**src/shared/haptic_timing_consts.svh**
```systemverilog
`ifndef HAPTIC_TIMING_CONSTS_SVH
`define HAPTIC_TIMING_CONSTS_SVH

// ----------------------------------------------------------------
// Register offsets
// ----------------------------------------------------------------
`define ADDR_OVERDRIVE_TIME_ADJUST 8'h0d
`define ADDR_POS_SUSTAIN_TIME_ADJUST 8'h0e
`define ADDR_NEG_SUSTAIN_TIME_ADJUST 8'h0f
`define ADDR_BRAKE_TIME_ADJUST 8'h10
`define ADDR_FULL_SCALE_REF_LEVEL 8'h16
`define ADDR_DRIVE_LEVEL_CLAMP 8'h17

// ----------------------------------------------------------------
// Reset values
// ----------------------------------------------------------------
`define RST_TIME_ADJUST 8'h00
`define RST_FULL_SCALE_REF_LEVEL 8'h3f
`define RST_DRIVE_LEVEL_CLAMP 8'h89
`define RDATA_UNMAPPED 8'h00

// ----------------------------------------------------------------
// Timing
// ----------------------------------------------------------------
`define CLK_FREQ_KHZ 40000
`define SEG_STEP_MS 5
`define SEG_STEP_CYCLES (`SEG_STEP_MS * `CLK_FREQ_KHZ)

// ----------------------------------------------------------------
// Widths
// ----------------------------------------------------------------
`define SEG_UNITS_W 12
`define ADJ_UNITS_W 13
`define SUM_W 14
`define STEP_CNT_W 18

`endif

```
**src/shared/haptic_timing_pkg.sv**
```systemverilog
`default_nettype none

`include "haptic_timing_consts.svh"

package haptic_timing_pkg;

  // One library waveform segment handed over by the playback engine
  typedef struct packed {
    logic signed [7:0] level;
    logic signed [7:0] wave_max;
    logic signed [7:0] wave_min;
    logic [`SEG_UNITS_W-1:0] units;
  } seg_req_t;

  typedef struct packed {
    logic wr;
    logic rd;
    logic [7:0] addr;
    logic [7:0] wdata;
  } reg_req_t;

  typedef enum logic [2:0] {
    SEG_NONE,
    SEG_OVERDRIVE,
    SEG_POS_SUSTAIN,
    SEG_NEG_SUSTAIN,
    SEG_BRAKE
  } seg_class_t;

  typedef enum logic {
    ST_IDLE,
    ST_RUN
  } seg_state_t;

endpackage

`default_nettype wire

```
**src/design/haptic_waveform_timing_offsets.sv**
```systemverilog
`default_nettype none

`include "haptic_timing_consts.svh"

// Notes on behaviour
// - Overdrive offset is signed 8-bit, scaled by 5 ms steps.
// - Samples at the waveform's largest level form the overdrive segment.
// - Overdrive offset applies in open loop only.
// - Positive sustain offset is signed 8-bit, scaled by 5 ms steps.
// - Other positive levels are positive sustain, adjusted by its offset.
// - Negative sustain offset is signed 8-bit, scaled by 5 ms steps.
// - Other negative levels are negative sustain, adjusted by its offset.
// - Brake offset is signed 8-bit, scaled by 5 ms steps.
// - Samples at the most negative level form the braking segment.
// - Brake offset applies in open loop only.
// - Rated level resets to 0x3f, is closed-loop full scale and calibration input.
// - Open loop uses the drive level clamp as full scale instead.
// - Four time offset registers are read/write and reset to zero.
module haptic_waveform_timing_offsets
  import haptic_timing_pkg::*;
#(
  parameter int unsigned STEP_CYCLES = `SEG_STEP_CYCLES
)
(
  // Clock and reset
  input wire logic I_CLOCK,
  input wire logic I_RST_B,
  // Register access from the serial control front end
  input wire haptic_timing_pkg::reg_req_t I_REG,
  output logic [7:0] O_REG_RDATA,
  output logic O_REG_RVALID,
  // Drive mode
  input wire logic I_CLOSED_LOOP,
  // Segment request from the playback engine
  input wire logic I_SEG_VALID,
  input wire haptic_timing_pkg::seg_req_t I_SEG,
  output logic O_SEG_READY,
  // Segment timing result
  output haptic_timing_pkg::seg_class_t O_SEG_CLASS,
  output logic [`ADJ_UNITS_W-1:0] O_SEG_ADJ_UNITS,
  output logic O_SEG_ACTIVE,
  output logic O_SEG_DONE,
  // References
  output logic [7:0] O_FULL_SCALE,
  output logic [7:0] O_CAL_RATED_LEVEL
);
  import haptic_timing_pkg::*;

  // ----------------------------------------------------------------
  // Register file
  // ----------------------------------------------------------------
  logic [7:0] overdrive_time_adjust_r;
  logic [7:0] positive_sustain_time_adjust_r;
  logic [7:0] negative_sustain_time_adjust_r;
  logic [7:0] brake_time_adjust_r;
  logic [7:0] full_scale_reference_level_r;
  logic [7:0] drive_level_clamp_r;

  always_ff @(posedge I_CLOCK or negedge I_RST_B)
  begin
    if (!I_RST_B)
    begin
      overdrive_time_adjust_r <= `RST_TIME_ADJUST;
      positive_sustain_time_adjust_r <= `RST_TIME_ADJUST;
      negative_sustain_time_adjust_r <= `RST_TIME_ADJUST;
      brake_time_adjust_r <= `RST_TIME_ADJUST;
      full_scale_reference_level_r <= `RST_FULL_SCALE_REF_LEVEL;
      drive_level_clamp_r <= `RST_DRIVE_LEVEL_CLAMP;
    end
    else if (I_REG.wr)
    begin
      unique case (I_REG.addr)
        `ADDR_OVERDRIVE_TIME_ADJUST:
          overdrive_time_adjust_r <= I_REG.wdata;
        `ADDR_POS_SUSTAIN_TIME_ADJUST:
          positive_sustain_time_adjust_r <= I_REG.wdata;
        `ADDR_NEG_SUSTAIN_TIME_ADJUST:
          negative_sustain_time_adjust_r <= I_REG.wdata;
        `ADDR_BRAKE_TIME_ADJUST:
          brake_time_adjust_r <= I_REG.wdata;
        `ADDR_FULL_SCALE_REF_LEVEL:
          full_scale_reference_level_r <= I_REG.wdata;
        `ADDR_DRIVE_LEVEL_CLAMP:
          drive_level_clamp_r <= I_REG.wdata;
        default:
        begin
        end
      endcase
    end
  end

  // ----------------------------------------------------------------
  // Read path
  // ----------------------------------------------------------------
  logic [7:0] rdata_nxt;

  always_comb
  begin
    unique case (I_REG.addr)
      `ADDR_OVERDRIVE_TIME_ADJUST: rdata_nxt = overdrive_time_adjust_r;
      `ADDR_POS_SUSTAIN_TIME_ADJUST:
        rdata_nxt = positive_sustain_time_adjust_r;
      `ADDR_NEG_SUSTAIN_TIME_ADJUST:
        rdata_nxt = negative_sustain_time_adjust_r;
      `ADDR_BRAKE_TIME_ADJUST: rdata_nxt = brake_time_adjust_r;
      `ADDR_FULL_SCALE_REF_LEVEL: rdata_nxt = full_scale_reference_level_r;
      `ADDR_DRIVE_LEVEL_CLAMP: rdata_nxt = drive_level_clamp_r;
      default: rdata_nxt = `RDATA_UNMAPPED;
    endcase
  end

  always_ff @(posedge I_CLOCK or negedge I_RST_B)
  begin
    if (!I_RST_B)
    begin
      O_REG_RDATA <= `RDATA_UNMAPPED;
      O_REG_RVALID <= 1'b0;
    end
    else
    begin
      O_REG_RVALID <= I_REG.rd;
      if (I_REG.rd)
      begin
        O_REG_RDATA <= rdata_nxt;
      end
    end
  end

  // ----------------------------------------------------------------
  // Full-scale reference selection
  // ----------------------------------------------------------------
  // Rated level is also fed to calibration whatever the loop mode
  always_ff @(posedge I_CLOCK or negedge I_RST_B)
  begin
    if (!I_RST_B)
    begin
      O_FULL_SCALE <= `RST_FULL_SCALE_REF_LEVEL;
      O_CAL_RATED_LEVEL <= `RST_FULL_SCALE_REF_LEVEL;
    end
    else
    begin
      O_CAL_RATED_LEVEL <= full_scale_reference_level_r;
      if (I_CLOSED_LOOP)
      begin
        O_FULL_SCALE <= full_scale_reference_level_r;
      end
      else
      begin
        O_FULL_SCALE <= drive_level_clamp_r;
      end
    end
  end

  // ----------------------------------------------------------------
  // Segment classification and offset selection
  // ----------------------------------------------------------------
  seg_class_t class_nxt;
  logic [7:0] offset_sel;

  // Extremes are checked first so a peak never counts as sustain
  always_comb
  begin
    if (I_SEG.level > 8'sh00 && I_SEG.level == I_SEG.wave_max)
    begin
      class_nxt = SEG_OVERDRIVE;
    end
    else if (I_SEG.level < 8'sh00 && I_SEG.level == I_SEG.wave_min)
    begin
      class_nxt = SEG_BRAKE;
    end
    else if (I_SEG.level > 8'sh00)
    begin
      class_nxt = SEG_POS_SUSTAIN;
    end
    else if (I_SEG.level < 8'sh00)
    begin
      class_nxt = SEG_NEG_SUSTAIN;
    end
    else
    begin
      class_nxt = SEG_NONE;
    end
  end

  // Closed loop makes its own overdrive and braking
  always_comb
  begin
    unique case (class_nxt)
      SEG_OVERDRIVE:
        offset_sel = I_CLOSED_LOOP ? `RST_TIME_ADJUST
                                   : overdrive_time_adjust_r;
      SEG_POS_SUSTAIN: offset_sel = positive_sustain_time_adjust_r;
      SEG_NEG_SUSTAIN: offset_sel = negative_sustain_time_adjust_r;
      SEG_BRAKE:
        offset_sel = I_CLOSED_LOOP ? `RST_TIME_ADJUST
                                   : brake_time_adjust_r;
      default: offset_sel = `RST_TIME_ADJUST;
    endcase
  end

  // ----------------------------------------------------------------
  // Duration adjust, in 5 ms steps
  // ----------------------------------------------------------------
  logic signed [`SUM_W-1:0] sum;
  logic [`ADJ_UNITS_W-1:0] adj_nxt;

  always_comb
  begin
    sum = signed'({2'b00, I_SEG.units})
          + `SUM_W'(signed'(offset_sel));
    if (sum < 0)
    begin
      adj_nxt = '0;
    end
    else
    begin
      adj_nxt = sum[`ADJ_UNITS_W-1:0];
    end
  end

  // ----------------------------------------------------------------
  // Segment timer
  // ----------------------------------------------------------------
  seg_state_t state_r;
  logic [`STEP_CNT_W-1:0] step_cnt_r;
  logic [`ADJ_UNITS_W-1:0] units_left_r;
  logic step_tick;

  assign step_tick = (step_cnt_r == `STEP_CNT_W'(STEP_CYCLES - 1));

  always_ff @(posedge I_CLOCK or negedge I_RST_B)
  begin
    if (!I_RST_B)
    begin
      state_r <= ST_IDLE;
      step_cnt_r <= '0;
      units_left_r <= '0;
      O_SEG_CLASS <= SEG_NONE;
      O_SEG_ADJ_UNITS <= '0;
      O_SEG_ACTIVE <= 1'b0;
      O_SEG_DONE <= 1'b0;
      O_SEG_READY <= 1'b0;
    end
    else
    begin
      O_SEG_DONE <= 1'b0;
      unique case (state_r)
        ST_IDLE:
        begin
          O_SEG_READY <= 1'b1;
          if (I_SEG_VALID && O_SEG_READY)
          begin
            O_SEG_READY <= 1'b0;
            O_SEG_CLASS <= class_nxt;
            O_SEG_ADJ_UNITS <= adj_nxt;
            units_left_r <= adj_nxt;
            step_cnt_r <= '0;
            O_SEG_ACTIVE <= 1'b1;
            state_r <= ST_RUN;
          end
        end
        ST_RUN:
        begin
          // A segment clamped to zero ends without playing
          if (units_left_r == '0)
          begin
            O_SEG_ACTIVE <= 1'b0;
            O_SEG_DONE <= 1'b1;
            state_r <= ST_IDLE;
          end
          else if (step_tick)
          begin
            step_cnt_r <= '0;
            units_left_r <= units_left_r - 1'b1;
          end
          else
          begin
            step_cnt_r <= step_cnt_r + 1'b1;
          end
        end
      endcase
    end
  end

endmodule

`default_nettype wire

```
**config.mk**
```make
export PLATFORM = sky130hd
export DESIGN_NAME = haptic_waveform_timing_offsets
export DESIGN_NICKNAME = d
export VERILOG_FILES = /design/src/shared/haptic_timing_pkg.sv /design/src/design/haptic_waveform_timing_offsets.sv
export VERILOG_INCLUDE_DIRS = /design/src /design/src/shared
export SDC_FILE = /design/constraint.sdc
export NUM_CORES = 1
export LEC_CHECK = 0
export ABC_AREA = 1
export ABC_CLOCK_PERIOD_IN_PS = 3000
export BUFFER_PORTS_ARGS = -buffer_cell sky130_fd_sc_hd__buf_4
export CORE_MARGIN = 1.5
export CORE_UTILIZATION = 35
export CTS_CLUSTER_DIAMETER = 40
export DETAILED_ROUTE_END_ITERATION = 6
export PLACE_DENSITY = 0.57
export SLEW_MARGIN = 40
export SYNTH_ARGS = -nofsm -noshare
export SYNTH_HDL_FRONTEND = slang
export SYNTH_SLANG_ARGS = --single-unit
```
**constraint.sdc**
```tcl
create_clock -name I_CLOCK -period 3 [get_ports I_CLOCK]
set_clock_uncertainty 0.05 [all_clocks]
set_input_delay 0.15 -clock I_CLOCK [delete_from_list [all_inputs] [get_ports I_CLOCK]]
set_output_delay 0.15 -clock I_CLOCK [all_outputs]
set_load 0.02 [all_outputs]
```
==> results of run 1 <==
[per-layer routing]
| layer | vias up | share of wire, % | GRT usage (%) |
|---|---|---|---|
| li1 | 3351 | - | - |
| met1 | 3044 | 47 | 25.6 |
| met2 | 147 | 47 | 30.6 |
| met3 | 29 | 3.8 | 3.26 |
| met4 | 0 | 2.1 | 7.04 |
| met5 | - | 0 | 0 |
[worst max-delay path, delay by kind of cell]
| kind | cells | cell delay [ns] |
|---|---|---|
| and+or+nand+nor | 13 | 1.18 |
| AOI/OAI and AO/OA | 6 | 0.88 |
| buffers and inverters | 3 | 0.38 |
| adders and majority gates | 1 | 0.31 |
[cell usage in the layout (no fill, tap or decap), drive strengths merged, types with 15 or more instances in the layout]
master | Yosys | routed
a21oi | 42 | 42
dfrtp | 103 | 103
o21ai | 97 | 97
nand2 | 293 | 293
nand3 | 50 | 50
nand4 | 15 | 15
dfstp | 21 | 21
clkbuf | 12 | 19
inv | 121 | 128
nor2 | 71 | 71
buf | 13 | 142
ha | 15 | 15
[cell type report]
type / count / area, um2 / share of cell area (%)
Inverter: 122 / 459 / 5.06
Sequential cell: 124 / 3130 / 34.4
Clock inverter: 13 / 108 / 1.18
Clock buffer: 19 / 443 / 4.88
Multi-Input combinational cell: 669 / 3420 / 37.7
Timing Repair Buffer: 152 / 1190 / 13.1
Tap cell: 265 / 332 / 3.65
[power by group through the flow]
stage          registers, uW  clock network [uW]  logic (uW)
3_5_place_dp            2290                   0        1810
2_1_floorplan           2370                   0        1100
4_1_cts                 2260                1960        1830
6_report                2260                1930        1820
3_3_place_gp            2280                   0        1800
5_1_grt                 2310                2040        2060
[metrics by stage]
step	std cells	hold WS, ns	setup TNS (ns)	setup WS [ns]	cell area (um2)
2_1_floorplan	940	-0.196	0	0.249	7100
3_3_place_gp	1321	0.193	-1.03	-0.0893	8370
3_5_place_dp	1321	0.189	-3.37	-0.185	8370
4_1_cts	1363	0.0177	0	0.194	9020
5_1_grt	1364	0.0443	-0.0271	-0.0145	9080
6_report	1364	0.0323	0	0.346	9080
[cell families after synthesis]
family	after synthesis	synth area share, %
buffers and inverters	147	8.53
AND/OR/NAND/NOR	451	27.1
adder cells (fa/ha/maj)	16	2.92
AO/OA/AOI/OAI	180	14.6
XOR/XNOR	22	2.71
flip-flops	124	44.1
[worst max-delay path by stage]
| stage | end | slack (ns) | depth (start not counted) |
|---|---|---|---|
| 2_1_floorplan | units_left_r[0]$_DFFE_PN0P_ | 0.25 | 23 |
| 3_3_place_gp | units_left_r[10]$_DFFE_PN0P_ | -0.09 | 24 |
| 3_5_place_dp | O_SEG_ADJ_UNITS[5]$_DFFE_PN0P_ | -0.19 | 21 |
| 4_1_cts | units_left_r[2]$_DFFE_PN0P_ | 0.19 | 18 |
| 5_1_grt | units_left_r[3]$_DFFE_PN0P_ | -0.01 | 23 |
| 6_report | units_left_r[8]$_DFFE_PN0P_ | 0.35 | 23 |
[repair_timing]
| action | CTS | global route |
|---|---|---|
| resized for setup | 0 | 11 |
| endpoints found under the hold margin | 52 | 0 |
| setup endpoints to repair | 0 | 24 |
| setup buffers | 0 | 1 |
| hold buffers | 10 | 0 |
[state kept, by name, indices dropped and copies added (netlist names), 8 cells and up]
| register | flops |
|---|---|
| brake_time_adjust_r | 8 |
| step_cnt_r | 18 |
| overdrive_time_adjust_r | 8 |
| O_REG_RDATA | 8 |
| O_FULL_SCALE | 8 |
| units_left_r | 13 |
| full_scale_reference_level_r | 8 |
| O_CAL_RATED_LEVEL | 8 |
| negative_sustain_time_adjust_r | 8 |
| drive_level_clamp_r | 8 |
| positive_sustain_time_adjust_r | 8 |
| O_SEG_ADJ_UNITS | 13 |
==> impl_metrics.py, run 1 <==
metrics = {
    "clocking": {
        "cts.htree.levels": 4,
        "clk_latency_ns": 0.42,
        "cts.path.max_buffers": 2,
        "clock_sinks": 124,
        "clkSlewWorstSetupHoldPaths_ns": 0.06,
        "cts_tree": "yes",
        "numCtsBuffers": 17,
        "cts_root_buf": "clkbuf_16",
    },
    "hold_path": {
        "hold_depth": 3,
        "hold_class": "input pin to flip-flop",
        "holdPathEnd": "O_FULL_SCALE[1]$_DFF_PN1_",
        "hold_start": "I_CLOSED_LOOP",
    },
    "synth": {
        "ys_dominant_reg_cell": "dfrtp_1",
        "ys_seq_area_share_pct": 44.1,
        "netlist_instances": 940,
        "yosysWarnings": 0,
        "synth-edff-count": 0,
        "syn_nets": 1014,
        "yosysMostFrequentCell": "nand2_1",
        "yosys.area.top_type": "dfrtp_1",
        "synthDistinctLibCells": 43,
        "yosysTopAreaCellShare_pct": 36.3,
        "synth.area.top_cells": "dfrtp_1 36%, nand2_1 15%, dfstp_2 7.8%",
        "async_flop_share_pct": 100,
        "synth_common_cells": "285 x nand2_1, 119 x inv_1, 103 x dfrtp_1",
        "synth_seq_cells": 124,
        "syn_area_um2": 7100,
        "synth.avg_cell_area_um2": 7.56,
    },
    "cells_and_area": {
        "drive_gt1_share_pct": 21.9,
        "final_core_util_pct": 46.2,
        "nFillCells": 1999,
        "diodes": 0,
        "nets": 1160,
        "area_growth_syn_to_layout_pct": 27.9,
    },
    "power_and_ir_drop": {
        "power_uw": 6010,
        "power.density_nw_per_um2": 661,
        "p_sw_share_pct": 36.7,
        "clkPwrFrac_pct": 32.1,
        "peakVddDrop_mv": 0.375,
        "combinationalPowerShare_pct": 30.2,
        "p_int_uw": 3800,
        "p_leak_uw": 0.00455,
        "seqPwrFrac_pct": 37.7,
        "power_switching_uw": 2200,
    },
    "global_routing": {
        "grt_max_degree": 72,
        "grt_pass1_wl_um": 32200,
        "antenna_found_initial": 0,
        "overflow": 0,
        "grt_pass1_vias": 6338,
        "grt.total_usage_pct": 19.0,
    },
    "die": {
        "row_count": 51,
        "pin_count": 102,
        "die_y_um": 145,
        "core_region_area_um2": 19700,
        "start_util_pct": 36.1,
        "die-area_um2": 21200,
        "die_w_um": 145,
    },
    "route": {
        "dr_total_vias": 6571,
        "drt_iter0_drc": 385,
        "detail-route-antenna-nets": 0,
        "wl_um": 19300,
        "drc": 0,
        "first_pass_iters": 7,
        "via_per_inst": 4.82,
        "detail_route.wl_per_cell_um": 14.1,
    },
    "setup_path": {
        "cp-start-kind": "input pin",
        "end_kind": "flip-flop",
        "slowest_stage": "ha_1",
        "worst-r2r-cell-count": 18,
        "crit_path_cell_trace": "buf_4 -> inv_1 -> nand2_1 -> nand2_1 -> nand2_1 -> nor2_1 -> nand2_2 -> nand2_2 -> o32ai_2 -> a21oi_1 -> nand2_1 -> ha_1 -> a21oi_1 -> o21ai_0 -> nand2_1 -> nand3_1 -> a21oi_2 -> o21ai_2 -> buf_12 -> nand3_2 -> nand2_1 -> nand2_1 -> nand2_1",
        "cpPeakStageDelay_ns": 0.31,
        "crit_fanout": 8,
        "reg2reg_to": "units_left_r[8]$_DFFE_PN0P_",
        "critPathLaunch": "I_SEG[31]",
        "r2r-start": "brake_time_adjust_r[7]$_DFFE_PN0P_",
        "critPathArrivalTime_ns": 2.91,
        "cpMostUsedCell": "nand2_1",
        "worstSetupPathType": "input pin to flip-flop",
        "rrSetupSlack_ns": 0.37,
        "crit_required_ns": 3.25,
    },
    "sta": {
        "slew_headroom_pct": 53.2,
        "post-route-period-util_pct": 88.5,
        "fin_crit_ns": 2.65,
        "fmax_ghz": 0.377,
        "worst_pin_slew_ns": 0.702,
        "setup_viol": 0,
        "final-max-slew-violation-count": 0,
        "hold_viol": 0,
    },
    "status": {
        "run_status": "finished, final reports clean",
    },
    "placement": {
        "dp_hpwl_um": 14500,
        "numPortBuffers": 101,
        "gp_congestion": 0.837,
    },
    "flow_run": {
        "drv_cap": 0,
    },
}
Power figures use the tool's default switching activity.
==> inputs of run 2 (changes only) <==
Settings changed: ABC_AREA 1 to unset, PLACE_DENSITY 0.57 to 0.58.
==> run 2 against run 1 <==
  * Combinational power shrank 20%
  * Maximum frequency down 19%
  * Synthesized area is 8.1% lower
  * Sequential power down 5%
  * Non-clock buffer count grew 29
  * Critical path depth fell by 7
  * Sequential cell count unchanged
  * Final cell count shrank 24%
  * Sequential share of layout area increased by 0.45 points
  * Core utilization increased by 3.2 points
  * Hold slack gained 0.090 ns
  * The run now ends with design-rule violations, negative setup slack left
  * Register-to-register slack lost 0.23 ns
==> impl_metrics.py, run 2 <==
metrics = {
    "status": {
        "run_status": "complete, but fails checks",
        "violations": "design-rule violations, negative setup slack",
    },
    "route": {
        "detail-route-antenna-nets": 0,
        "detail_route.wl_per_cell_um": 17.1,
        "wl_um": 17700,
        "via_per_inst": 5.38,
        "drt_iter0_drc": 330,
        "first_pass_iters": 7,
        "drc": 5,
        "dr_total_vias": 5578,
    },
    "global_routing": {
        "overflow": 0,
        "grt_max_degree": 60,
        "grt.total_usage_pct": 18.8,
        "grt_pass1_wl_um": 29200,
        "grt_pass1_vias": 5814,
        "antenna_found_initial": 0,
    },
    "synth": {
        "yosysMostFrequentCell": "dfrtp_1",
        "synth-edff-count": 0,
        "yosys.area.top_type": "dfrtp_1",
        "synth.avg_cell_area_um2": 10.6,
        "synth_common_cells": "103 x dfrtp_1, 70 x nand2_1, 66 x mux2_2",
        "syn_nets": 688,
        "synth_seq_cells": 124,
        "yosysTopAreaCellShare_pct": 39.5,
        "synthDistinctLibCells": 62,
        "synth.area.top_cells": "dfrtp_1 39%, mux2_2 11%, dfstp_2 8.5%",
        "ys_dominant_reg_cell": "dfrtp_1",
        "netlist_instances": 614,
        "syn_area_um2": 6530,
        "async_flop_share_pct": 100,
        "yosysWarnings": 0,
        "ys_seq_area_share_pct": 47.9,
    },
    "die": {
        "die_y_um": 140,
        "die_w_um": 140,
        "die-area_um2": 19500,
        "start_util_pct": 36.0,
        "pin_count": 102,
        "core_region_area_um2": 18100,
        "row_count": 49,
    },
    "power_and_ir_drop": {
        "p_leak_uw": 0.00408,
        "power_uw": 5720,
        "power.density_nw_per_um2": 638,
        "peakVddDrop_mv": 0.326,
    },
    "setup_path": {
        "crit_required_ns": 3.27,
        "reg2reg_to": "units_left_r[3]$_DFFE_PN0P_",
        "cp-start-kind": "input pin",
        "r2r-start": "positive_sustain_time_adjust_r[2]$_DFFE_PN0P_",
        "worst-r2r-cell-count": 11,
        "worstSetupPathType": "input pin to flip-flop",
        "crit_fanout": 12,
        "rrSetupSlack_ns": 0.14,
        "critPathArrivalTime_ns": 3.55,
        "end_kind": "flip-flop",
    },
    "cells_and_area": {
        "reg.largest.list": "step_cnt_r (18), O_SEG_ADJ_UNITS (13), units_left_r (13)",
        "diodes": 0,
        "final_cell_mix": "162 x buf_4, 103 x dfrtp_1, 70 x nand2_1",
        "largest_reg_flops": 18,
        "nets": 868,
        "final_cells": 1036,
        "regMostFlops": "step_cnt_r",
        "area_growth_syn_to_layout_pct": 37.4,
        "final_common_cell": "buf_4",
        "drive_gt1_share_pct": 41.8,
        "nFillCells": 1651,
        "final_core_util_pct": 49.4,
    },
    "sta": {
        "worst_pin_slew_ns": 0.604,
        "final-max-slew-violation-count": 0,
        "fmax_ghz": 0.305,
        "setup_ws_ns": -0.276,
        "setup_tns_ns": -5.48,
        "setup_viol": 26,
        "rsz0062_at_grt": "yes",
        "post-route-period-util_pct": 109,
        "slew_headroom_pct": 59.6,
        "fin_crit_ns": 3.28,
        "hold_viol": 0,
    },
    "flow_run": {
        "drv_cap": 0,
    },
    "hold_path": {
        "hold_depth": 4,
        "hold_start": "I_SEG[35]",
        "hold_class": "input pin to flip-flop",
        "holdPathEnd": "O_SEG_CLASS[2]$_DFFE_PN0P_",
    },
    "clocking": {
        "cts.path.max_buffers": 2,
        "cts_tree": "yes",
        "cts_root_buf": "clkbuf_16",
        "clk_latency_ns": 0.42,
        "numCtsBuffers": 17,
        "clkSlewWorstSetupHoldPaths_ns": 0.06,
        "cts.htree.levels": 4,
        "clock_sinks": 124,
    },
    "placement": {
        "dp_hpwl_um": 12900,
        "dp.cells": 986,
        "numPortBuffers": 101,
        "gp_congestion": 0.873,
    },
}
-- run 2: metrics by stage --
| step | instance area (um2) | hold WS, ns | setup slack (ns) |
|---|---|---|---|
| 2_1_floorplan | 6590 | -0.196 | -0.588 |
| 3_3_place_gp | 8030 | 0.226 | -0.841 |
| 3_5_place_dp | 8030 | 0.242 | -0.958 |
| 4_1_cts | 8920 | 0.109 | -0.175 |
| 5_1_grt | 8970 | 0.167 | -0.462 |
| 6_report | 8970 | 0.122 | -0.276 |
-- run 2: power breakdown --
group	leakage [uW]	switching, uW	internal (uW)	total [uW]
Combinational	0.00221	795	658	1450
Clock	0.000304	844	1280	2130
Sequential	0.00157	212	1930	2140
Total	0.00408	1850	3870	5720
-- run 2: area by class of cell --
class | instances | area [um2] | share of cell area [%]
clock buffer | 18 | 439 | 4.90
multi-input combinational | 463 | 3480 | 38.8
clock inverter | 14 | 175 | 1.95
tap | 229 | 287 | 3.20
sequential | 124 | 3130 | 34.9
timing repair buffer | 181 | 1440 | 16.0
inverter | 7 | 26.3 | 0.293
-- run 2: worst max path at each step --
stage | from | end | slack, ns | cells past startpoint
floorplan | I_SEG[31] | units_left_r[10]$_DFFE_PN0P_ | -0.59 | 14
global placement | I_SEG[31] | units_left_r[4]$_DFFE_PN0P_ | -0.84 | 15
detailed placement | I_SEG[31] | units_left_r[3]$_DFFE_PN0P_ | -0.96 | 15
CTS | I_SEG[34] | O_SEG_ADJ_UNITS[4]$_DFFE_PN0P_ | -0.18 | 16
global route | I_SEG[34] | units_left_r[3]$_DFFE_PN0P_ | -0.46 | 16
finish | I_SEG[34] | units_left_r[3]$_DFFE_PN0P_ | -0.28 | 16
-- run 2: worst max-delay path, cell delays in order --
cell and delay, ns:
buf_6 0.09, or4_4 0.54, o41ai_4 0.22, buf_4 0.19
nor2_4 0.06, a22o_1 0.21, a221o_1 0.31, ha_4 0.26
o211ai_1 0.22, o211ai_1 0.18, a221oi_2 0.34, nor3b_2 0.11
nor2_2 0.13, xnor2_2 0.11, buf_12 0.16, a221oi_4 0.25
-- run 2: routing by layer --
metal / track usage, % / wire [um] / part of all wire (%)
met4: 6.37 / 342 / 1.9
met5: 0 / 0 / 0
met3: 3.96 / 644 / 3.6
met1: 22.5 / 7670 / 43
met2: 33.4 / 9080 / 51
-- run 2: cell families (layout without fill, tap and decap cells) --
family / after synthesis / in the layout / synth area share, %
multiplexers: 68 / 68 / 11.7
AO/OA/AOI/OAI: 146 / 146 / 15.4
XOR/XNOR: 33 / 33 / 4.54
AND/OR/NAND/NOR: 200 / 200 / 15.5
adder cells (fa/ha/maj): 16 / 16 / 3.18
buffers and inverters: 27 / 220 / 1.74
flip-flops: 124 / 124 / 47.9
-- run 2: repair_timing --
action	4_1_cts	5_1_grt
hold buffers	10	0
gates resized for setup	28	4
pin swaps	26	8
endpoints found under the setup margin	26	26
endpoints found under the hold margin	114	0
buffers inserted	6	2
==> inputs of run 3 (changes only) <==
Settings changed: CORE_UTILIZATION 35 to 37, PLACE_DENSITY 0.58 to 0.6.
==> run 3 against run 2 <==
  * The run ends with negative setup slack left
  * Die area down 5.3%
  * Final cell count shrank 0.87%
  * Wire length is essentially flat
  * Non-clock buffer count is 5 lower
  * Count of clock-buffer cells in the layout increased by 4
==> impl_metrics.py, run 3 (same netlist as run 2, synthesis figures left out) <==
metrics = {
    "status": {
        "run_status": "complete, but fails checks",
        "violations": "negative setup slack",
    },
    "clocking": {
        "cts_tree": "yes",
        "cts.path.max_buffers": 2,
        "numCtsBuffers": 17,
        "cts_root_buf": "clkbuf_16",
        "clkSlewWorstSetupHoldPaths_ns": 0.06,
        "clock_sinks": 124,
        "clk_latency_ns": 0.42,
        "cts.htree.levels": 4,
    },
    "sta": {
        "hold_viol": 0,
        "post-route-period-util_pct": 111,
        "fmax_ghz": 0.300,
        "final-max-slew-violation-count": 0,
        "setup_ws_ns": -0.335,
        "slew_headroom_pct": 54.2,
        "fin_crit_ns": 3.34,
        "rsz0062_at_grt": "yes",
        "setup_viol": 26,
        "worst_pin_slew_ns": 0.683,
    },
    "setup_path": {
        "rrSetupSlack_ns": 0.06,
        "end_kind": "flip-flop",
        "slowest_stage": "or4_4",
        "critPathArrivalTime_ns": 3.61,
        "worstSetupPathType": "input pin to flip-flop",
        "crit_fanout": 11,
        "path_delay_family": "compound AO/OA/AOI/OAI gates",
        "cpPeakStageDelay_ns": 0.54,
        "crit_path_cell_trace": "buf_6 -> or4_4 -> o41ai_4 -> nor2_4 -> a22o_1 -> a221o_1 -> ha_4 -> a211oi_4 -> o211ai_1 -> a221oi_2 -> nor3b_2 -> nor2_2 -> xnor2_2 -> buf_12 -> a221oi_4",
        "critPathBufInv": 2,
        "cp-start-kind": "input pin",
        "crit_required_ns": 3.27,
    },
    "die": {
        "die_y_um": 136,
        "start_util_pct": 37.7,
        "die-area_um2": 18500,
        "pin_count": 102,
        "row_count": 48,
        "die_w_um": 136,
        "core_region_area_um2": 17300,
    },
    "global_routing": {
        "grt.total_usage_pct": 20.1,
        "grt_pass1_wl_um": 28900,
        "overflow": 0,
        "antenna_found_initial": 0,
        "grt_pass1_vias": 5743,
        "grt_max_degree": 76,
    },
    "power_and_ir_drop": {
        "power_uw": 5630,
        "seqPwrFrac_pct": 38.1,
        "p_sw_share_pct": 32.3,
        "clkPwrFrac_pct": 35.6,
        "power.density_nw_per_um2": 632,
        "combinationalPowerShare_pct": 26.3,
        "peakVddDrop_mv": 0.452,
        "p_leak_uw": 0.00403,
        "p_int_uw": 3810,
        "power_switching_uw": 1820,
    },
    "cells_and_area": {
        "final_common_cell": "buf_4",
        "final_core_util_pct": 51.5,
        "largest_reg_flops": 18,
        "area_growth_syn_to_layout_pct": 36.5,
        "nFillCells": 1573,
        "regMostFlops": "step_cnt_r",
        "nets": 863,
        "diodes": 0,
        "final_cell_mix": "159 x buf_4, 103 x dfrtp_1, 70 x nand2_1",
        "drive_gt1_share_pct": 41.1,
        "reg.largest.list": "step_cnt_r (18), O_SEG_ADJ_UNITS (13), units_left_r (13)",
    },
    "placement": {
        "dp_hpwl_um": 12400,
        "numPortBuffers": 101,
        "gp_congestion": 0.849,
    },
    "route": {
        "detail_route.wl_per_cell_um": 17.3,
        "drt_iter0_drc": 446,
        "via_per_inst": 5.44,
        "wl_um": 17700,
        "first_pass_iters": 5,
        "drc": 0,
        "dr_total_vias": 5589,
        "detail-route-antenna-nets": 0,
    },
    "flow_run": {
        "drv_cap": 0,
    },
    "hold_path": {
        "hold_class": "input pin to flip-flop",
    },
}
[run 3: metal layers]
layer | wire length (um) | vias up | track usage (%)
met2 | 9170 | 134 | 34.6
met5 | 0 | - | 0
met1 | 7610 | 2798 | 25.0
met4 | 271 | 0 | 7.29
met3 | 686 | 22 | 4.10
li1 | - | 2635 | -
[run 3: through the flow]
stage | TNS (ns) | hold slack [ns] | cell area (um2) | worst slack, ns | instances
after floorplan | -14.31 | -0.196 | 6590 | -0.588 | 614
after global placement | -20.91 | 0.173 | 8000 | -0.842 | 978
after detailed placement | -23.55 | 0.185 | 8000 | -0.982 | 978
after CTS | -4.86 | 0.162 | 8810 | -0.250 | 1025
after global routing | -9.02 | 0.185 | 8910 | -0.414 | 1027
final | -6.87 | 0.200 | 8910 | -0.335 | 1027
[run 3: worst min-delay path, cell delays in order]
cell	delay, ns
buf_4	0.10
buf_4	0.21
mux2_2	0.18
[run 3: layout make-up]
type / count / area, um2 / area share, %
Clock inverter: 10 / 105 / 1.18
Inverter: 7 / 26.3 / 0.295
Multi-Input combinational cell: 463 / 3510 / 39.4
Timing Repair Buffer: 176 / 1380 / 15.5
Sequential cell: 124 / 3130 / 35.1
Clock buffer: 22 / 474 / 5.32
Tap cell: 225 / 282 / 3.16
[run 3: path summary, 6_finish.rpt]
kind                                                               start                             end  depth (start not counted)
min in group asynchronous                                        I_RST_B  O_SEG_ADJ_UNITS[7]$_DFFE_PN0P_                          2
max reg2reg                positive_sustain_time_adjust_r[1]$_DFFE_PN0P_     units_left_r[2]$_DFFE_PN0P_                         11
min                                                        I_CLOSED_LOOP       O_FULL_SCALE[7]$_DFF_PN0_                          3
max in group asynchronous                                        I_RST_B       O_FULL_SCALE[2]$_DFF_PN1_                          3
min reg2reg                  full_scale_reference_level_r[4]$_DFFE_PN1P_  O_CAL_RATED_LEVEL[4]$_DFF_PN1_                          0
max                                                            I_SEG[31]     units_left_r[2]$_DFFE_PN0P_                         15
[run 3: what timing repair did]
item | in CTS | in global routing
gates resized for setup | 16 | 15
pin swaps | 10 | 2
hold endpoints to repair | 107 | 0
setup buffers | 3 | 2
cloned | 1 | 0
endpoints found under the setup margin | 26 | 27
hold buffers | 11 | 0
[run 3: power by group through the flow]
| stage | clock (uW) | sequential (uW) | combinational [uW] |
|---|---|---|---|
| 5_1_grt | 2110 | 2180 | 1630 |
| 6_report | 2000 | 2150 | 1480 |
| 2_1_floorplan | 0 | 2270 | 664 |
| 3_5_place_dp | 0 | 2160 | 1350 |
| 4_1_cts | 2040 | 2140 | 1410 |
| 3_3_place_gp | 0 | 2150 | 1320 |
